<file path="src/design/irq_regs_pkg.sv">
// constants, offsets and field layout of the interrupt enable and flag registers
// Summary of operation
// - bit 7 of main enable gates all service
// - main enable: timer2, uart, timer1, pins, timer0
// - second enable: reload, compare 3..0, spi, i2c
// - third enable: comparator bit 2, adc bit 1
// - pwm register: enable bit 7, flag bit 3
// - timer2 flags: reload, overflow, compare 3..0
// - analog flags: comparator bit 1, adc bit 0
// - events set flags; service needs flag, enables
// - four levels per group, ties by order
package irq_regs_pkg;
    localparam int unsigned ADDR_W = 12;
    // printed offsets are register indexes; byte address is four times
    localparam logic [7:0] IDX_ANALOG_EN = 8'h9a;
    localparam logic [7:0] IDX_MAIN_EN   = 8'ha8;
    localparam logic [7:0] IDX_PRIO_LO   = 8'ha9;
    localparam logic [7:0] IDX_TS_EN     = 8'hb8;
    localparam logic [7:0] IDX_PRIO_HI   = 8'hb9;
    localparam logic [7:0] IDX_AN_REQ    = 8'hbf;
    localparam logic [7:0] IDX_T2_REQ    = 8'hc0;
    localparam logic [7:0] IDX_PWM_CTL   = 8'hd1;
    localparam logic [7:0] IDX_STATUS    = 8'he0;
    localparam logic [7:0] IDX_MASK      = 8'he1;
    localparam logic [7:0] REG_RESET     = 8'h00;
    localparam logic [7:0] MAIN_EN_MASK  = 8'hbf;
    localparam logic [7:0] TS_EN_MASK    = 8'hbf;
    localparam logic [7:0] AN_EN_MASK    = 8'h06;
    localparam logic [7:0] PWM_CTL_MASK  = 8'h88;
    localparam logic [7:0] T2_REQ_MASK   = 8'hfc;
    localparam logic [7:0] AN_REQ_MASK   = 8'h03;
    localparam logic [7:0] PRIO_MASK     = 8'h3f;
    localparam logic [7:0] STATUS_MASK   = 8'h07;
    localparam int GLOBAL_EN_BIT = 7;
    localparam int T2_EN_BIT     = 5;
    localparam int UART_EN_BIT   = 4;
    localparam int T1_EN_BIT     = 3;
    localparam int EXT1_EN_BIT   = 2;
    localparam int T0_EN_BIT     = 1;
    localparam int EXT0_EN_BIT   = 0;
    localparam int T2RL_EN_BIT   = 7;
    localparam int CMP0_EN_BIT   = 2;
    localparam int SPI_EN_BIT    = 1;
    localparam int I2C_EN_BIT    = 0;
    localparam int ACMP_EN_BIT   = 2;
    localparam int ADC_EN_BIT    = 1;
    localparam int PWM_EN_BIT    = 7;
    localparam int PWM_FLAG_BIT  = 3;
    localparam int T2RL_FLAG_BIT = 7;
    localparam int T2OV_FLAG_BIT = 6;
    localparam int CMP0_FLAG_BIT = 2;
    localparam int ACMP_FLAG_BIT = 1;
    localparam int ADC_FLAG_BIT  = 0;
    localparam int ST_T2_BIT     = 0;
    localparam int ST_PWM_BIT    = 1;
    localparam int ST_AN_BIT     = 2;
    localparam logic [1:0] RESP_OKAY   = 2'h0;
    localparam logic [1:0] RESP_SLVERR = 2'h2;
    localparam int NUM_SRC = 15;
    // source index is the default order, 0 first
    localparam logic [2:0] SRC_GROUP [0:14] = '{3'h0, 3'h0, 3'h0, 3'h1, 3'h1, 3'h1,
        3'h2, 3'h2, 3'h2, 3'h3, 3'h3, 3'h4, 3'h4, 3'h5, 3'h5};

    function automatic logic [ADDR_W-1:0] reg_addr(input logic [7:0] idx);
        return {2'h0, idx, 2'h0};
    endfunction
endpackage

</file>
<file path="src/design/irq_flag_bits.sv">
// request flag bits: writable by software, hardware set wins
`timescale 1ns/10ps
`default_nettype none
module irq_flag_bits
    import irq_regs_pkg::*;
#(
    parameter int W = 1
) (
    input  wire logic         aclk,
    input  wire logic         aresetn,
    input  wire logic [W-1:0] set,
    input  wire logic         wr_en,
    input  wire logic [W-1:0] wr_val,
    output var  logic [W-1:0] q
);
    logic [W-1:0] q_d;

    always_comb begin
        q_d = wr_en ? wr_val : q;
        q_d = q_d | set;
    end

    always_ff @(posedge aclk) begin
        if (!aresetn) begin
            q <= '0;
        end else begin
            q <= q_d;
        end
    end

    property p_set_wins;
        @(posedge aclk) disable iff (!aresetn)
        (set != '0) |=> ((q & $past(set)) == $past(set));
    endproperty
    a_set_wins: assert property (p_set_wins) else $error("flag event lost");
endmodule
`default_nettype wire

</file>
<file path="src/design/irq_priority_pick.sv">
// picks the winning request by group level, then default order
`timescale 1ns/10ps
`default_nettype none
module irq_priority_pick
    import irq_regs_pkg::*;
(
    input  wire logic               aclk,
    input  wire logic               aresetn,
    input  wire logic [NUM_SRC-1:0] pend,
    input  wire logic [5:0]         prio_lo,
    input  wire logic [5:0]         prio_hi,
    output var  logic               valid_q,
    output var  logic [3:0]         id_q,
    output var  logic [1:0]         level_q
);
    logic               found;
    logic [3:0]         best_id;
    logic [1:0]         best_lvl;
    logic [1:0]         lvl;
    logic [NUM_SRC-1:0] pend_past_q;

    always_comb begin
        found    = 1'b0;
        best_id  = 4'h0;
        best_lvl = 2'h0;
        lvl      = 2'h0;
        // ascending scan with strict compare keeps the earlier source on ties
        for (int i = 0; i < NUM_SRC; i++) begin
            lvl = {prio_hi[SRC_GROUP[i]], prio_lo[SRC_GROUP[i]]};
            if (pend[i] && (!found || lvl > best_lvl)) begin
                found    = 1'b1;
                best_id  = 4'(i);
                best_lvl = lvl;
            end
        end
    end

    always_ff @(posedge aclk) begin
        if (!aresetn) begin
            valid_q     <= 1'b0;
            id_q        <= 4'h0;
            level_q     <= 2'h0;
            pend_past_q <= '0;
        end else begin
            valid_q     <= found;
            id_q        <= best_id;
            level_q     <= best_lvl;
            pend_past_q <= pend;
        end
    end

    property p_pick_pending;
        @(posedge aclk) disable iff (!aresetn)
        valid_q |-> pend_past_q[id_q];
    endproperty
    a_pick_pending: assert property (p_pick_pending) else $error("picked idle source");

    property p_pick_idle;
        @(posedge aclk) disable iff (!aresetn)
        (pend == '0) |=> !valid_q;
    endproperty
    a_pick_idle: assert property (p_pick_idle) else $error("request with none pending");
endmodule
`default_nettype wire

</file>
<file path="src/design/interrupt_enable_flag_regs.sv">
// interrupt enable and request flag registers behind an axi4-lite slave
`timescale 1ns/10ps
`default_nettype none
module interrupt_enable_flag_regs
    import irq_regs_pkg::*;
(
    input  wire logic              aclk,
    input  wire logic              aresetn,
    input  wire logic [ADDR_W-1:0] s_axi_awaddr,
    input  wire logic              s_axi_awvalid,
    output var  logic              s_axi_awready,
    input  wire logic [31:0]       s_axi_wdata,
    input  wire logic [3:0]        s_axi_wstrb,
    input  wire logic              s_axi_wvalid,
    output var  logic              s_axi_wready,
    output var  logic [1:0]        s_axi_bresp,
    output var  logic              s_axi_bvalid,
    input  wire logic              s_axi_bready,
    input  wire logic [ADDR_W-1:0] s_axi_araddr,
    input  wire logic              s_axi_arvalid,
    output var  logic              s_axi_arready,
    output var  logic [31:0]       s_axi_rdata,
    output var  logic [1:0]        s_axi_rresp,
    output var  logic              s_axi_rvalid,
    input  wire logic              s_axi_rready,
    input  wire logic              ext_pin_irq_a,
    input  wire logic              ext_pin_irq_b,
    input  wire logic              timer0_req,
    input  wire logic              timer1_req,
    input  wire logic              uart_req,
    input  wire logic              spi_req,
    input  wire logic              i2c_req,
    input  wire logic              timer2_reload_evt,
    input  wire logic              timer2_overflow_evt,
    input  wire logic [3:0]        compare_evt,
    input  wire logic              pwm_evt,
    input  wire logic              comparator_evt,
    input  wire logic              adc_evt,
    output var  logic              irq,
    output var  logic              svc_req,
    output var  logic [3:0]        svc_id,
    output var  logic [1:0]        svc_level
);
    logic [ADDR_W-1:0]  aw_addr_q;
    logic               aw_full_q;
    logic [7:0]         w_data_q;
    logic               w_byte_q;
    logic               w_full_q;
    logic               do_write;
    logic [7:0]         main_en_q;
    logic [7:0]         ts_en_q;
    logic [7:0]         an_en_q;
    logic               pwm_en_q;
    logic [5:0]         prio_lo_q;
    logic [5:0]         prio_hi_q;
    logic [2:0]         mask_q;
    logic [5:0]         t2_flags;
    logic [1:0]         an_flags;
    logic               pwm_flag;
    logic [2:0]         status;
    logic [5:0]         t2_set;
    logic [1:0]         an_set;
    logic [2:0]         st_set;
    logic               wr_t2;
    logic               wr_an;
    logic               wr_pwm;
    logic               wr_st;
    logic [7:0]         rd_val;
    logic               rd_hit;
    logic [NUM_SRC-1:0] pend;
    logic [NUM_SRC-1:0] raw;
    logic [NUM_SRC-1:0] en_vec;
    logic               global_en;

    function automatic logic wr_hit(input logic [7:0] idx, input logic [ADDR_W-1:0] a);
        return a == reg_addr(idx);
    endfunction

    function automatic logic wr_known(input logic [ADDR_W-1:0] a);
        return wr_hit(IDX_ANALOG_EN, a) || wr_hit(IDX_MAIN_EN, a) || wr_hit(IDX_PRIO_LO, a)
            || wr_hit(IDX_TS_EN, a) || wr_hit(IDX_PRIO_HI, a) || wr_hit(IDX_AN_REQ, a)
            || wr_hit(IDX_T2_REQ, a) || wr_hit(IDX_PWM_CTL, a) || wr_hit(IDX_STATUS, a)
            || wr_hit(IDX_MASK, a);
    endfunction

    // write channel
    // both halves are held so the master may offer them in either order
    assign do_write = aw_full_q && w_full_q && !s_axi_bvalid;

    always_ff @(posedge aclk) begin
        if (!aresetn) begin
            aw_full_q     <= 1'b0;
            aw_addr_q     <= '0;
            s_axi_awready <= 1'b1;
        end else if (s_axi_awvalid && s_axi_awready) begin
            aw_full_q     <= 1'b1;
            aw_addr_q     <= s_axi_awaddr;
            s_axi_awready <= 1'b0;
        end else if (do_write) begin
            aw_full_q     <= 1'b0;
            s_axi_awready <= 1'b1;
        end
    end

    always_ff @(posedge aclk) begin
        if (!aresetn) begin
            w_full_q     <= 1'b0;
            w_data_q     <= 8'h00;
            w_byte_q     <= 1'b0;
            s_axi_wready <= 1'b1;
        end else if (s_axi_wvalid && s_axi_wready) begin
            w_full_q     <= 1'b1;
            w_data_q     <= s_axi_wdata[7:0];
            w_byte_q     <= s_axi_wstrb[0];
            s_axi_wready <= 1'b0;
        end else if (do_write) begin
            w_full_q     <= 1'b0;
            s_axi_wready <= 1'b1;
        end
    end

    always_ff @(posedge aclk) begin
        if (!aresetn) begin
            s_axi_bvalid <= 1'b0;
            s_axi_bresp  <= RESP_OKAY;
        end else if (do_write) begin
            s_axi_bvalid <= 1'b1;
            s_axi_bresp  <= wr_known(aw_addr_q) ? RESP_OKAY : RESP_SLVERR;
        end else if (s_axi_bready) begin
            s_axi_bvalid <= 1'b0;
        end
    end

    // enable and priority registers
    // registers are one byte wide, so only lane 0 is honoured
    always_ff @(posedge aclk) begin
        if (!aresetn) begin
            main_en_q <= REG_RESET;
        end else if (do_write && w_byte_q && wr_hit(IDX_MAIN_EN, aw_addr_q)) begin
            main_en_q <= w_data_q & MAIN_EN_MASK;
        end
    end

    always_ff @(posedge aclk) begin
        if (!aresetn) begin
            ts_en_q <= REG_RESET;
        end else if (do_write && w_byte_q && wr_hit(IDX_TS_EN, aw_addr_q)) begin
            ts_en_q <= w_data_q & TS_EN_MASK;
        end
    end

    always_ff @(posedge aclk) begin
        if (!aresetn) begin
            an_en_q <= REG_RESET;
        end else if (do_write && w_byte_q && wr_hit(IDX_ANALOG_EN, aw_addr_q)) begin
            an_en_q <= w_data_q & AN_EN_MASK;
        end
    end

    always_ff @(posedge aclk) begin
        if (!aresetn) begin
            pwm_en_q <= 1'b0;
        end else if (do_write && w_byte_q && wr_hit(IDX_PWM_CTL, aw_addr_q)) begin
            pwm_en_q <= w_data_q[PWM_EN_BIT];
        end
    end

    always_ff @(posedge aclk) begin
        if (!aresetn) begin
            prio_lo_q <= 6'h00;
            prio_hi_q <= 6'h00;
            mask_q    <= 3'h0;
        end else if (do_write && w_byte_q) begin
            if (wr_hit(IDX_PRIO_LO, aw_addr_q)) begin
                prio_lo_q <= w_data_q[5:0];
            end
            if (wr_hit(IDX_PRIO_HI, aw_addr_q)) begin
                prio_hi_q <= w_data_q[5:0];
            end
            if (wr_hit(IDX_MASK, aw_addr_q)) begin
                mask_q <= w_data_q[2:0];
            end
        end
    end

    // request flags
    assign t2_set = {timer2_reload_evt, timer2_overflow_evt, compare_evt};
    assign an_set = {comparator_evt, adc_evt};
    assign st_set = {|an_set, pwm_evt, |t2_set};
    assign wr_t2  = do_write && w_byte_q && wr_hit(IDX_T2_REQ, aw_addr_q);
    assign wr_an  = do_write && w_byte_q && wr_hit(IDX_AN_REQ, aw_addr_q);
    assign wr_pwm = do_write && w_byte_q && wr_hit(IDX_PWM_CTL, aw_addr_q);
    assign wr_st  = do_write && w_byte_q && wr_hit(IDX_STATUS, aw_addr_q);

    irq_flag_bits #(.W(6)) u_t2_flags (
        .aclk    (aclk),
        .aresetn (aresetn),
        .set     (t2_set),
        .wr_en   (wr_t2),
        .wr_val  (w_data_q[7:2]),
        .q       (t2_flags)
    );

    irq_flag_bits #(.W(2)) u_an_flags (
        .aclk    (aclk),
        .aresetn (aresetn),
        .set     (an_set),
        .wr_en   (wr_an),
        .wr_val  (w_data_q[1:0]),
        .q       (an_flags)
    );

    irq_flag_bits #(.W(1)) u_pwm_flag (
        .aclk    (aclk),
        .aresetn (aresetn),
        .set     (pwm_evt),
        .wr_en   (wr_pwm),
        .wr_val  (w_data_q[PWM_FLAG_BIT]),
        .q       (pwm_flag)
    );

    // status bits clear by writing one; a fresh event still wins
    irq_flag_bits #(.W(3)) u_status (
        .aclk    (aclk),
        .aresetn (aresetn),
        .set     (st_set),
        .wr_en   (wr_st),
        .wr_val  (status & ~w_data_q[2:0]),
        .q       (status)
    );

    always_ff @(posedge aclk) begin
        if (!aresetn) begin
            irq <= 1'b0;
        end else begin
            irq <= |(status & mask_q);
        end
    end

    // service request
    assign global_en = main_en_q[GLOBAL_EN_BIT];

    always_comb begin
        raw    = '0;
        en_vec = '0;
        raw[0]  = ext_pin_irq_a;
        en_vec[0]  = main_en_q[EXT0_EN_BIT];
        raw[1]  = pwm_flag;
        en_vec[1]  = pwm_en_q;
        raw[2]  = i2c_req;
        en_vec[2]  = ts_en_q[I2C_EN_BIT];
        raw[3]  = timer0_req;
        en_vec[3]  = main_en_q[T0_EN_BIT];
        raw[4]  = an_flags[ADC_FLAG_BIT];
        en_vec[4]  = an_en_q[ADC_EN_BIT];
        raw[5]  = spi_req;
        en_vec[5]  = ts_en_q[SPI_EN_BIT];
        raw[6]  = ext_pin_irq_b;
        en_vec[6]  = main_en_q[EXT1_EN_BIT];
        raw[7]  = an_flags[ACMP_FLAG_BIT];
        en_vec[7]  = an_en_q[ACMP_EN_BIT];
        raw[8]  = t2_flags[0];
        en_vec[8]  = ts_en_q[CMP0_EN_BIT];
        raw[9]  = timer1_req;
        en_vec[9]  = main_en_q[T1_EN_BIT];
        raw[10] = t2_flags[1];
        en_vec[10] = ts_en_q[CMP0_EN_BIT+1];
        raw[11] = uart_req;
        en_vec[11] = main_en_q[UART_EN_BIT];
        raw[12] = t2_flags[2];
        en_vec[12] = ts_en_q[CMP0_EN_BIT+2];
        // reload request also needs its own enable beside the timer2 one
        raw[13] = t2_flags[4] || (t2_flags[5] && ts_en_q[T2RL_EN_BIT]);
        en_vec[13] = main_en_q[T2_EN_BIT];
        raw[14] = t2_flags[3];
        en_vec[14] = ts_en_q[CMP0_EN_BIT+3];
        pend = global_en ? (raw & en_vec) : '0;
    end

    irq_priority_pick u_pick (
        .aclk    (aclk),
        .aresetn (aresetn),
        .pend    (pend),
        .prio_lo (prio_lo_q),
        .prio_hi (prio_hi_q),
        .valid_q (svc_req),
        .id_q    (svc_id),
        .level_q (svc_level)
    );

    // read channel
    always_comb begin
        rd_hit = 1'b1;
        unique case (s_axi_araddr)
            reg_addr(IDX_MAIN_EN):   rd_val = main_en_q;
            reg_addr(IDX_TS_EN):     rd_val = ts_en_q;
            reg_addr(IDX_ANALOG_EN): rd_val = an_en_q;
            reg_addr(IDX_PWM_CTL):   rd_val = {pwm_en_q, 3'h0, pwm_flag, 3'h0};
            reg_addr(IDX_T2_REQ):    rd_val = {t2_flags, 2'h0};
            reg_addr(IDX_AN_REQ):    rd_val = {6'h00, an_flags};
            reg_addr(IDX_PRIO_LO):   rd_val = {2'h0, prio_lo_q};
            reg_addr(IDX_PRIO_HI):   rd_val = {2'h0, prio_hi_q};
            reg_addr(IDX_STATUS):    rd_val = {5'h00, status};
            reg_addr(IDX_MASK):      rd_val = {5'h00, mask_q};
            default: begin
                rd_val = 8'h00;
                rd_hit = 1'b0;
            end
        endcase
    end

    always_ff @(posedge aclk) begin
        if (!aresetn) begin
            s_axi_arready <= 1'b1;
            s_axi_rvalid  <= 1'b0;
            s_axi_rdata   <= 32'h0000_0000;
            s_axi_rresp   <= RESP_OKAY;
        end else if (s_axi_arvalid && s_axi_arready) begin
            s_axi_arready <= 1'b0;
            s_axi_rvalid  <= 1'b1;
            s_axi_rdata   <= {24'h00_0000, rd_val};
            s_axi_rresp   <= rd_hit ? RESP_OKAY : RESP_SLVERR;
        end else if (s_axi_rvalid && s_axi_rready) begin
            s_axi_rvalid  <= 1'b0;
            s_axi_arready <= 1'b1;
        end
    end

    // checks
    property p_global_off;
        @(posedge aclk) disable iff (!aresetn)
        !main_en_q[GLOBAL_EN_BIT] |=> !svc_req;
    endproperty
    a_global_off: assert property (p_global_off) else $error("service while disabled");

    property p_main_write;
        @(posedge aclk) disable iff (!aresetn)
        (do_write && w_byte_q && wr_hit(IDX_MAIN_EN, aw_addr_q))
            |=> main_en_q == ($past(w_data_q) & MAIN_EN_MASK);
    endproperty
    a_main_write: assert property (p_main_write) else $error("main enable not stored");

    property p_ts_reserved;
        @(posedge aclk) disable iff (!aresetn)
        ts_en_q[6] == 1'b0 && main_en_q[6] == 1'b0 && an_en_q[7:3] == 5'h00;
    endproperty
    a_ts_reserved: assert property (p_ts_reserved) else $error("reserved enable bit set");

    property p_adc_enable_gate;
        @(posedge aclk) disable iff (!aresetn)
        (an_en_q[ADC_EN_BIT] == 1'b0) |-> !pend[4];
    endproperty
    a_adc_enable_gate: assert property (p_adc_enable_gate) else $error("adc without enable");

    property p_pwm_flag_set;
        @(posedge aclk) disable iff (!aresetn)
        pwm_evt |=> pwm_flag ##1 (pwm_flag || $past(wr_pwm));
    endproperty
    a_pwm_flag_set: assert property (p_pwm_flag_set) else $error("pwm flag lost");

    property p_overflow_flag;
        @(posedge aclk) disable iff (!aresetn)
        timer2_overflow_evt |=> t2_flags[T2OV_FLAG_BIT-2];
    endproperty
    a_overflow_flag: assert property (p_overflow_flag) else $error("overflow flag not set");

    property p_adc_flag;
        @(posedge aclk) disable iff (!aresetn)
        adc_evt && !an_en_q[ADC_EN_BIT] |=> an_flags[ADC_FLAG_BIT];
    endproperty
    a_adc_flag: assert property (p_adc_flag) else $error("adc flag gated by enable");

    property p_reset_clear;
        @(posedge aclk)
        !aresetn |=> main_en_q == 8'h00 && t2_flags == 6'h00 && !svc_req && !irq;
    endproperty
    a_reset_clear: assert property (p_reset_clear) else $error("state not cleared");

    property p_read_upper_zero;
        @(posedge aclk) disable iff (!aresetn)
        s_axi_rvalid |-> s_axi_rdata[31:8] == 24'h00_0000;
    endproperty
    a_read_upper_zero: assert property (p_read_upper_zero) else $error("upper read bits set");

    property p_write_answer;
        @(posedge aclk) disable iff (!aresetn)
        do_write |=> s_axi_bvalid ##0 (s_axi_awready && s_axi_wready);
    endproperty
    a_write_answer: assert property (p_write_answer) else $error("write not answered");
endmodule
`default_nettype wire

</file>
<file path="config.mk">
export PLATFORM = sky130hd
export DESIGN_NAME = interrupt_enable_flag_regs
export DESIGN_NICKNAME = d
export VERILOG_FILES = /design/src/design/irq_regs_pkg.sv /design/src/design/irq_flag_bits.sv /design/src/design/irq_priority_pick.sv /design/src/design/interrupt_enable_flag_regs.sv
export SDC_FILE = /design/constraint.sdc
export NUM_CORES = 1
export LEC_CHECK = 0
export ABC_CLOCK_PERIOD_IN_PS = 22600
export BUFFER_PORTS_ARGS = -buffer_cell sky130_fd_sc_hd__buf_2
export CORE_MARGIN = 10
export CORE_UTILIZATION = 30
export DETAILED_ROUTE_END_ITERATION = 16
export REMOVE_ABC_BUFFERS = 1
export SLEW_MARGIN = 20
export SYNTH_ARGS = -nofsm -noshare
export SYNTH_HDL_FRONTEND = slang
export SYNTH_HIERARCHICAL = 1
export SYNTH_SLANG_ARGS = --single-unit
</file>
<file path="constraint.sdc">
create_clock -name aclk -period 22.6 [get_ports aclk]
set_input_delay 3.39 -clock aclk [delete_from_list [all_inputs] [get_ports aclk]]
set_output_delay 3.39 -clock aclk [all_outputs]
set_load 0.005 [all_outputs]
</file>
# --- Word level (Yosys, flattened, before mapping) ---
# Cells that the tools add are included.
totals:
  romBits: 0
  output_inout_bits: 49
  register_bits: 92
  inputBits: 83
  latchBits: 0
  word_cells: 217
  mem_bits_rw: 0
  memories: 0
op_classes:
  shift: 0
  magnitude_cmp: 14
  n_mul: 0
  reduce_logical: 80
  n_bitwise: 9
  n_div: 0
  n_mux: 65
  n_addsub: 0
  eq_ne: 20
ops:
  columns: ["op", "count"]
  rows:
  - ["12-bit by 10-bit == test with 1-bit output (second input constant)", 20]
  - ["8-bit one-hot mux with 10 select lines", 1]
  - ["2-bit two-way mux", 20]
  - ["1-bit two-way mux", 30]
  - ["1-bit logical AND", 29]
  - ["2-bit greater-than comparator", 14]
  - ["4-bit two-way mux", 7]
  - ["1-bit logical OR", 24]
  - ["15-bit AND", 1]
  - ["1-bit logical NOT", 15]
  - ["15-bit two-way mux", 1]
  - ["3-bit two-way mux", 5]
  - ["10-bit OR reduction", 1]
  - ["2-bit nonzero test", 4]
  - ["3-bit AND", 2]
  - ["6-bit two-way mux", 1]
  - ["6-bit OR", 1]
  - ["2-bit AND reduction", 3]
  - ["6-bit OR reduction", 1]
  - ["2-bit OR reduction", 2]
  - ["3-bit NOT", 1]
  - ["3-bit OR", 1]
  - ["3-bit OR reduction", 1]
  - ["2-bit OR", 1]
  - ["other kinds (2)", 2]

# --- Logic depth before layout (Yosys ltp) ---
# Gate-level depths: netlist (run 1).
logic_depth:
  depth_word: 61
  depth_mapped: 78
  mapped_depth_nobuf: 77

# --- By module ---
# Netlist (run 1), hierarchy kept.
modules_own_cells:
  columns: ["module", "area_each_um2", "n_inst", "cells_per_inst", "seq_area_each_um2"]
  rows:
  - ["interrupt_enable_flag_regs", 3688.5, 1, 434, 1421.4]
  - ["irq_priority_pick", 1505.2, 1, 207, 140.1]
  - ["irq_flag_bits at u_t2_flags", 266.5, 1, 19, 120.1]
  - ["irq_flag_bits at u_status", 116.4, 1, 9, 60.1]
  - ["irq_flag_bits at u_an_flags", 77.6, 1, 6, 40.0]
  - ["irq_flag_bits at u_pwm_flag", 38.8, 1, 3, 20.0]

# --- Worst setup path before layout (run 1) ---
# OpenSTA, ideal clock, no wires.
synth_timing:
  kind: "input to register"
  from: "input port ext_pin_irq_a"
  to: "register u_pick.level_q[1]"
  setup_time_ns: 0.070
  path_slack_ns: 5.308
  stages: 71
  n_path_buf: 0
  t_arrival_ns: 17.222
  t_required_ns: 22.530
  cell_sequence: "and3_1 > nor3_2 > nor2_1 > ha_1 > o311ai_1 > nand2_1 > nand2_1 > o21ai_0 > ha_1 > o21ba_1 > o221ai_1 > a32o_2 > mux2_2 > ha_1 > nor3b_1 > nand3_1 > o221a_4 > o21ai_0 > [... 35 more ...] > nand2_1 > o21ai_0 > nand2_1 > nand2_1 > o211ai_1 > mux2i_1 > inv_1 > ha_1 > a21oi_1 > o21ai_0 > o21ai_0 > ha_1 > a21oi_1 > a21oi_1 > o21ai_0 > and2_1 > o21ai_0 > a21oi_1"
synth_between:
  elab_chain_cells: 59
  elab_cells_between_ends: 87
  cone_classes: "order compare (14); mux (30); bitwise (1); reduce/logical (42)"
synth_lines:
  columns: ["item", "line", "source"]
  rows:
  - ["start, declared", "interrupt_enable_flag_regs.sv:26", "input wire logic ext_pin_irq_a,"]
  - ["15-bit AND *", "interrupt_enable_flag_regs.sv:277", "pend = global_en ? (raw & en_vec) : '0;"]
  - ["15-bit two-way mux *", "interrupt_enable_flag_regs.sv:277", null]
  - ["2-bit two-way mux or 1-bit two-way mux (tied branches)", "irq_priority_pick.sv:30", "if (pend[i] && (!found || lvl > best_lvl)) begin"]
  - ["2-bit greater-than comparator or 1-bit logical NOT (tied branches)", "irq_priority_pick.sv:30", null]
  - ["1-bit logical OR", "irq_priority_pick.sv:30", null]
  - ["1-bit logical AND", "irq_priority_pick.sv:30", null]
  - ["2-bit two-way mux or 1-bit two-way mux (tied branches)", "irq_priority_pick.sv:30", null]
  - ["2-bit greater-than comparator or 1-bit logical NOT (tied branches)", "irq_priority_pick.sv:30", null]
  - ["[... 43 more ...]", null, null]
  - ["2-bit greater-than comparator or 1-bit logical NOT (tied branches)", "irq_priority_pick.sv:30", null]
  - ["1-bit logical OR", "irq_priority_pick.sv:30", null]
  - ["1-bit logical AND", "irq_priority_pick.sv:30", null]
  - ["2-bit two-way mux or 1-bit two-way mux (tied branches)", "irq_priority_pick.sv:30", null]
  - ["2-bit greater-than comparator or 1-bit logical NOT (tied branches)", "irq_priority_pick.sv:30", null]
  - ["1-bit logical OR", "irq_priority_pick.sv:30", null]
  - ["1-bit logical AND", "irq_priority_pick.sv:30", null]
  - ["2-bit two-way mux *", "irq_priority_pick.sv:30", null]
  - ["end signal, assigned", "irq_priority_pick.sv:47", "level_q <= best_lvl;"]
  - ["end, declared", "irq_priority_pick.sv:14", "output var logic [1:0] level_q"]
# Every way passes the cells marked *; elsewhere a longest branch is shown, timed or not.
# A chain may end at the register's enable or synchronous reset.

# --- Worst setup path in the final report (run 1) ---
layout_timing:
  from: "input port ext_pin_irq_a"
  to: "register u_pick.level_q[0]"
layout_between:
  elab_chain_cells: 59
  elab_cells_between_ends: 87
  cone_classes: "order compare (14); mux (30); bitwise (1); reduce/logical (42)"
layout_lines:
  columns: ["item", "line", "source"]
  rows:
  - ["15-bit AND *", "interrupt_enable_flag_regs.sv:277", null]
  - ["15-bit two-way mux *", "interrupt_enable_flag_regs.sv:277", null]
  - ["via pend[0]", "interrupt_enable_flag_regs.sv:70", "logic [NUM_SRC-1:0] pend;"]
  - ["2-bit two-way mux or 1-bit two-way mux (tied branches)", "irq_priority_pick.sv:30", null]
  - ["2-bit greater-than comparator or 1-bit logical NOT (tied branches)", "irq_priority_pick.sv:30", null]
  - ["1-bit logical OR", "irq_priority_pick.sv:30", null]
  - ["1-bit logical AND", "irq_priority_pick.sv:30", null]
  - ["2-bit two-way mux or 1-bit two-way mux (tied branches)", "irq_priority_pick.sv:30", null]
  - ["[... 44 more ...]", null, null]
  - ["2-bit greater-than comparator or 1-bit logical NOT (tied branches)", "irq_priority_pick.sv:30", null]
  - ["1-bit logical OR", "irq_priority_pick.sv:30", null]
  - ["1-bit logical AND", "irq_priority_pick.sv:30", null]
  - ["2-bit two-way mux or 1-bit two-way mux (tied branches)", "irq_priority_pick.sv:30", null]
  - ["2-bit greater-than comparator or 1-bit logical NOT (tied branches)", "irq_priority_pick.sv:30", null]
  - ["1-bit logical OR", "irq_priority_pick.sv:30", null]
  - ["1-bit logical AND", "irq_priority_pick.sv:30", null]
  - ["2-bit two-way mux *", "irq_priority_pick.sv:30", null]
# The timed path passes the listed nets; every way through them passes the cells marked *.

==> run_results.csv, run 1 <==
group,metric,value,unit
setup_path,path_max_fanout,7,
timing,rsz0062_at_grt,"false",
clock_network,clk_path_buf_depth,2,
clock_network,ctsResizeCount,0,
die,coreArea,0.01871,sq mm
route,drt_pass1_iterations,6,
job,maxCapViolCount,0,
route,first_iter_violations,330,
clock_network,clkTransAtPathRegs,0.07,ns
route,drc_errors,0,
route,wl_met2,7.195,mm
grt,gr-usage-all-layers,0.1303,
die,die-area,0.02489,sq mm
setup_path,start_kind,"input port",
synth,synthMuxAreaShare,0.1242,
worst_hold_path,min_path_type,"flip-flop to flip-flop",
setup_path,crit_path_top_delay_cell,"o21ai_0",
setup_path,critPathKind,"input port to flip-flop",
clock_network,clock_latency,0.35,ns
pwr,vdd_drop_max,0.05183,mV
synth,synth_top_area_share,0.3165,
setup_path,slowest_delay,0.52,ns
grt,grt_pass1_vias,4811,
layout,n_fill_cell,1981,
route,top_layer_used,"met4",
route,vias,5073,
timing,maxSlewViolCount,0,
synth,yosysWarnings,6,
synth,synth_area_leader_cell,"dfxtp_1",
synth,synth_compound_area_frac,0.1980,
synth,synthCells,678,
synth,synthMostInstantiatedCell,"dfxtp_1",
placed_design,place.detailed.hpwl,12.39,mm
pwr,p_leak,2.534,nW
die,ios,132,
timing,hold_slack,0.4526,ns
placed_design,place.gp.congestion,0.8727,
timing,worstMarginPinSlew,0.9490,ns
pwr,combPwrFrac,0.082,
route,wl_per_cell,16.59,um
layout,finalNonFillerCells,982,
clock_network,cts_tree,"built",
synth,synth_common_cells,"dfxtp_1, nand2_1, nor2_1",
synth,synth_area,0.005693,sq mm
synth,yosysUniqueCellTypes,86,
timing,maxSlewHeadroom,0.3587,
pwr,p_per_area,56.57,mW/mm^2
clock_network,hold_buffers,0,
grt,grt.overflow.total,0,
layout,nNetsFinal,842,
timing,fin_crit,19.12,ns
timing,setup_violations,0,
die,die_h,157.8,um
synth,synth_seq_area_share,0.3165,
die,rows,50,
setup_path,critical_path.startpoint,"ext_pin_irq_a",
synth,synth_fa_ha_area_frac,0.03516,
grt,grt_pass1_wl,25.94,mm
synth,synth_ff_type,"dfxtp_1",
pwr,intPower,0.0002780,W
synth,synth_xor_area_frac,0.001538,
setup_path,worst_ep_arrival_time,19.40,ns
die,die_width,157.8,um
route,met3WireLength,983,um
synth,async_flop_share,0,
placed_design,dp.cells,966,
die,start_util,0.3043,
timing,finalSetupTns,0,ns
timing,clock.fmax,0.05229,GHz
synth,synth-seq-cells,90,
clock_network,h-tree-depth,3,
synth,synthSimpleGateAreaFrac,0.2574,
clock_network,clockRootBuffer,"clkbuf_16",
pwr,p_clk_frac,0.455,
synth,synth_edf_count,0,
timing,finClkSkew,0.01123,ns
setup_path,cpMostUsedCell,"ha_1",
layout,diodes,0,
setup_path,end_kind,"flip-flop",
timing,final-hold-violation-count,0,
status,status,"finished, final reports clean",
layout,area_growth,14.35,%
route,ant_nets,0,
layout,final_cell_area,0.006510,sq mm
pwr,pwr-share-seq,0.463,
layout,drive_gt1_frac,0.2086,
worst_hold_path,min_from,"s_axi_rdata[6]$_SDFFE_PN0P_",
synth,syn_avg_cell_area,8.397,sq um
setup_path,worstPathRequired,22.88,ns
route,wirelength,16.29,mm
clock_network,postCtsSetupRepairBufs,0,
pwr,switching_share,0.2452,
grt,grt_max_degree,65,
placed_design,numPortBuffers,78,
grt,antenna_found_initial,0,
timing,period_share,0.8462,
route,m1WireLength,7.979,mm
placed_design,place_area,0.006177,sq mm
route,avgViaCountPerCell,5.166,
clock_network,cts-buffers-inserted,9,
setup_path,r2r-start,"main_en_q[7]$_SDFFE_PN0P_",
pwr,power_switching,0.00009031,W
synth,yosys-top-cells-area,"dfxtp_1, mux2i_1, nand2_1",
synth,synth_top_family_by_area,"simple AND/OR/NAND/NOR gates",
clock_network,cts_sinks,90,
[cells in the final DEF (no fill, tap or decap), types with 4 or more instances in the layout]
master / synthesis / layout
a211oi_1: 6 / 6
a21oi_1: 52 / 52
a22o_1: 4 / 4
a22oi_1: 10 / 10
and2_1: 8 / 8
and3_1: 17 / 17
buf_2: 3 / 78
clkbuf_16: 0 / 9
conb_1: 1 / 26
dfxtp_1: 90 / 90
ha_1: 16 / 16
inv_1: 18 / 18
mux2_1: 6 / 6
mux2_2: 15 / 15
mux2_4: 8 / 8
mux2i_1: 35 / 35
nand2_1: 88 / 88
nand2b_1: 7 / 7
nand3_1: 6 / 6
nand3b_1: 6 / 6
nor2_1: 64 / 64
nor2b_1: 7 / 7
nor3_1: 10 / 10
nor3_2: 4 / 4
nor3b_1: 7 / 7
nor4_1: 8 / 8
o211ai_1: 4 / 4
o21a_1: 13 / 13
o21ai_0: 33 / 33
or2_2: 5 / 5
or3_1: 6 / 6
[worst max-delay path, delay by kind of cell]
family	cells	cell delay [ns]
compound gates	24	5.42
simple gates	27	4.45
fa+ha+maj	12	3.54
mux	7	2.43
buf+inv	2	0.17
[per-stage QoR]
| step | utilization | worst slack, ns | total power, W |
|---|---|---|---|
| final | 0.3480 | 3.476 | 0.0003683 |
| after global routing | 0.3480 | 2.134 | 0.0003827 |
| after CTS | 0.3480 | 3.657 | 0.0003715 |
| after detailed placement | 0.3302 | 3.343 | 0.0002040 |
| after global placement | 0.3302 | 3.371 | 0.0002037 |
| after floorplan | - | 5.308 | 0.0001887 |
[routing by layer]
metal	vias to the layer above	global-route usage
met3	14	0.03338
met2	133	0.2016
met1	2384	0.1765
li1	2542	-
met5	-	0
met4	0	0.03117
[final timing paths]
path	end	cells after the start	slack, ns
setup / recovery	u_pick/level_q[0]$_SDFF_PN0_	72	3.48
hold / removal	s_axi_rdata[6]$_SDFFE_PN0P_	2	0.45
setup reg to reg	u_pick/level_q[0]$_SDFF_PN0_	71	5.84
hold reg to reg	s_axi_rdata[6]$_SDFFE_PN0P_	2	0.45
[state kept, by name, indices dropped and copies added (netlist names), 2 cells and up]
register	cells
ts_en_q	7
s_axi_rdata	8
u_pick/level_q	2
u_pick/id_q	4
w_data_q	8
an_en_q	2
prio_hi_q	6
u_t2_flags/q	6
mask_q	3
prio_lo_q	6
u_an_flags/q	2
aw_addr_q	12
main_en_q	7
u_status/q	3
[final cells by class]
cell class / count / area (sq um) / share of cell area
tap: 234 / 292.8 / 0.04497
sequential: 90 / 1802 / 0.2768
clock buffer: 10 / 239.0 / 0.03671
timing repair buffer: 80 / 405.4 / 0.06227
inverter: 19 / 71.32 / 0.01096
clock inverter: 6 / 93.84 / 0.01441
multi-input combinational: 543 / 3606 / 0.5539
[power by group through the flow]
stage	logic [W]	clock network (W)	registers (W)
finish	0.0000303	0.000168	0.000170
global route	0.0000343	0.000177	0.000171
CTS	0.0000303	0.000171	0.000170
detailed placement	0.0000301	0	0.000174
global placement	0.0000299	0	0.000174
floorplan	0.0000168	0	0.000172
[kinds of logic (layout without fill, tap and decap cells)]
logic type	after synthesis	after routing
AO/OA/AOI/OAI	163	163
XOR/XNOR	1	1
adder cells (fa/ha/maj)	16	16
buffers and inverters	70	115
flip-flops	90	90
multiplexers	64	64
other	1	26
AND/OR/NAND/NOR	273	273
Power figures use the tool's default switching activity.
==> run 2, diff against run 1 <==
--- a/config.mk
+++ b/config.mk
@@ -5,7 +5,8 @@
 export SDC_FILE = /design/constraint.sdc
 export NUM_CORES = 1
 export LEC_CHECK = 0
-export ABC_CLOCK_PERIOD_IN_PS = 22600
+export ABC_AREA = 1
+export ABC_CLOCK_PERIOD_IN_PS = 19660
 export BUFFER_PORTS_ARGS = -buffer_cell sky130_fd_sc_hd__buf_2
 export CORE_MARGIN = 10
 export CORE_UTILIZATION = 30
==> constraint.sdc (replaced) <==
create_clock -name aclk -period 19.66 [get_ports aclk]
set_input_delay 2.949 -clock aclk [delete_from_list [all_inputs] [get_ports aclk]]
set_output_delay 2.949 -clock aclk [all_outputs]
set_load 0.005 [all_outputs]
==> run 2 against run 1 <==
Net effect: power up 8.4%; clock-buffer cell count up 1; combinational power up 25%; critical path type unchanged; global-route usage down 0.82 points; cell area up 3.4%; clock power about the same; critical endpoint unchanged; critical path depth up 17; sequential share of layout area down 0.92 points; non-clock buffer count down 1; largest cell class unchanged.
==> run_results.csv, run 2 <==
group,metric,value,unit
synth,synth_seq_area_share,0.3033,
synth,synth_common_cells,"nand2_1, inv_1, nor2_1",
route,avgViaCountPerCell,4.452,
synth,synthCells,915,
timing,setup_violations,0,
clock_network,h-tree-depth,3,
layout,drive_gt1_frac,0.1729,
die,die_h,160.7,um
timing,clock.fmax,0.07070,GHz
grt,grt_max_degree,65,
route,first_iter_violations,230,
placed_design,numPortBuffers,78,
synth,synth-seq-cells,90,
placed_design,place.detailed.hpwl,12.52,mm
timing,finClkSkew,0.007699,ns
layout,reg_top3,"aw_addr_q x12, s_axi_rdata x8, w_data_q x8",
clock_network,clockRootBuffer,"clkbuf_16",
timing,fin_crit,14.14,ns
timing,rsz0062_at_grt,"false",
clock_network,clk_path_buf_depth,2,
die,die_width,160.7,um
timing,final-hold-violation-count,0,
layout,area_growth,13.36,%
grt,gr-usage-all-layers,0.1220,
clock_network,cts_tree,"built",
synth,yosysUniqueCellTypes,45,
placed_design,place.gp.congestion,0.8778,
synth,syn_avg_cell_area,6.491,sq um
job,maxCapViolCount,0,
route,wirelength,15.94,mm
timing,finalSetupTns,0,ns
pwr,combPwrFrac,0.095,
die,coreArea,0.01946,sq mm
setup_path,worst_ep_arrival_time,14.40,ns
pwr,vdd_drop_max,0.03940,mV
setup_path,slowest_delay,0.29,ns
pwr,intPower,0.0002919,W
timing,maxSlewViolCount,0,
clock_network,hold_buffers,0,
route,wl_per_cell,12.70,um
die,ios,132,
synth,yosys-top-cells-area,"dfxtp_1, nand2_1, inv_1",
clock_network,clock_latency,0.35,ns
setup_path,start_kind,"input port",
clock_network,clkTransAtPathRegs,0.07,ns
synth,synth_ff_type,"dfxtp_1",
layout,mostFrequentLayoutCells,"nand2_1, inv_1, nor2_1",
layout,nNetsFinal,1083,
synth,synth_edf_count,0,
grt,grt.overflow.total,0,
grt,grt_pass1_vias,5270,
grt,grt_pass1_wl,25.83,mm
timing,period_share,0.7195,
grt,antenna_found_initial,1,
setup_path,critPathKind,"input port to flip-flop",
die,start_util,0.3052,
synth,synth_area_leader_cell,"dfxtp_1",
synth,synth_top_area_share,0.3033,
pwr,switching_share,0.2688,
setup_path,crit_path_top_delay_cell,"ha_1",
pwr,p_per_area,59.29,mW/mm^2
timing,setup_ws,5.515,ns
worst_hold_path,holdPathStages,2,
timing,worstMarginPinSlew,0.8823,ns
route,ant_nets,0,
die,die-area,0.02583,sq mm
setup_path,worstPathRequired,19.91,ns
pwr,p_clk_frac,0.415,
synth,async_flop_share,0,
clock_network,cts-buffers-inserted,9,
pwr,power_switching,0.0001073,W
route,drc_errors,0,
layout,final_common_cell,"nand2_1",
worst_hold_path,min_path_type,"flip-flop to flip-flop",
layout,largest_reg_flops,12,
clock_network,postCtsSetupRepairBufs,0,
pwr,p_leak,3.160,nW
setup_path,cpMostUsedCell,"nand2_1",
route,vias,5587,
setup_path,reg2reg_depth,88,
clock_network,cts_sinks,90,
die,rows,51,
synth,yosysWarnings,6,
setup_path,end_kind,"flip-flop",
status,status,"finished, final reports clean",
placed_design,pre_cts_slack,5.100,ns
layout,n_fill_cell,2142,
route,drt_pass1_iterations,5,
setup_path,path_max_fanout,9,
layout,largest-register,"aw_addr_q",
timing,maxSlewHeadroom,0.4096,
pwr,pwr-share-seq,0.490,
clock_network,ctsResizeCount,0,
synth,synthMostInstantiatedCell,"nand2_1",
synth,synth_area,0.005939,sq mm
run 2: critical path: cells and delay by family:
family / cells / cell delay, ns
compound gates: 17 / 3.16
buf+inv: 10 / 0.74
fa+ha+maj: 12 / 3.29
simple gates: 50 / 4.22
run 2: cells by family (layout without fill, tap and decap cells):
kind of cell,count (synthesis),count (layout),synth area share
other,1,27,0.0006314
AOI/OAI and AO/OA,151,151,0.1451
DFF,90,90,0.3033
and+or+nand+nor,465,465,0.3712
adders and majority gates,16,16,0.03371
buffers and inverters,192,241,0.1460
run 2: path summary, 6_finish.rpt:
kind	startpoint	to	slack, ns
worst max register to register	main_en_q[7]$_SDFFE_PN0P_	u_pick/level_q[0]$_SDFF_PN0_	7.51
worst min-delay path	ts_en_q[4]$_SDFFE_PN0P_	ts_en_q[4]$_SDFFE_PN0P_	0.46
worst max-delay path	ext_pin_irq_a	u_pick/level_q[0]$_SDFF_PN0_	5.52
worst min register to register	ts_en_q[4]$_SDFFE_PN0P_	ts_en_q[4]$_SDFFE_PN0P_	0.46
run 2: stage by stage:
stage	util	cell area [sq um]	cells	hold WS (ns)	power, W
4_1_cts	0.3458	6730	1254	0.4637	0.0004035
2_1_floorplan	-	5719	894	0.4365	0.0002210
3_5_place_dp	0.3313	6449	1238	0.4538	0.0002379
3_3_place_gp	0.3313	6449	1238	0.4495	0.0002373
6_report	0.3459	6733	1255	0.4626	0.0003992
5_1_grt	0.3458	6730	1254	0.4882	0.0004183
run 2: area by class of cell:
type | count | area [sq um] | area share
Antenna cell | 1 | 2.502 | 0.0003717
Clock buffer | 11 | 242.7 | 0.03605
Clock inverter | 5 | 38.79 | 0.005761
Inverter | 146 | 553.0 | 0.08214
Multi-Input combinational cell | 658 | 3364 | 0.4997
Sequential cell | 90 | 1802 | 0.2676
Tap cell | 265 | 331.6 | 0.04925
Timing Repair Buffer | 79 | 397.9 | 0.05910
run 2: metal layers:
metal | vias up | global-route usage | routed length, um
li1 | 3006 | - | -
met1 | 2448 | 0.1453 | 7250
met2 | 116 | 0.2078 | 7551
met3 | 17 | 0.03758 | 923
met4 | 0 | 0.03309 | 215
met5 | - | 0 | 0
run 2: power by group through the flow:
stage / Clock, W / Sequential [W] / Combinational (W)
finish: 0.000166 / 0.000196 / 0.0000378
CTS: 0.000170 / 0.000196 / 0.0000381
detailed placement: 0 / 0.000200 / 0.0000380
floorplan: 0 / 0.000198 / 0.0000228
global placement: 0 / 0.000200 / 0.0000376
global route: 0.000178 / 0.000197 / 0.0000436
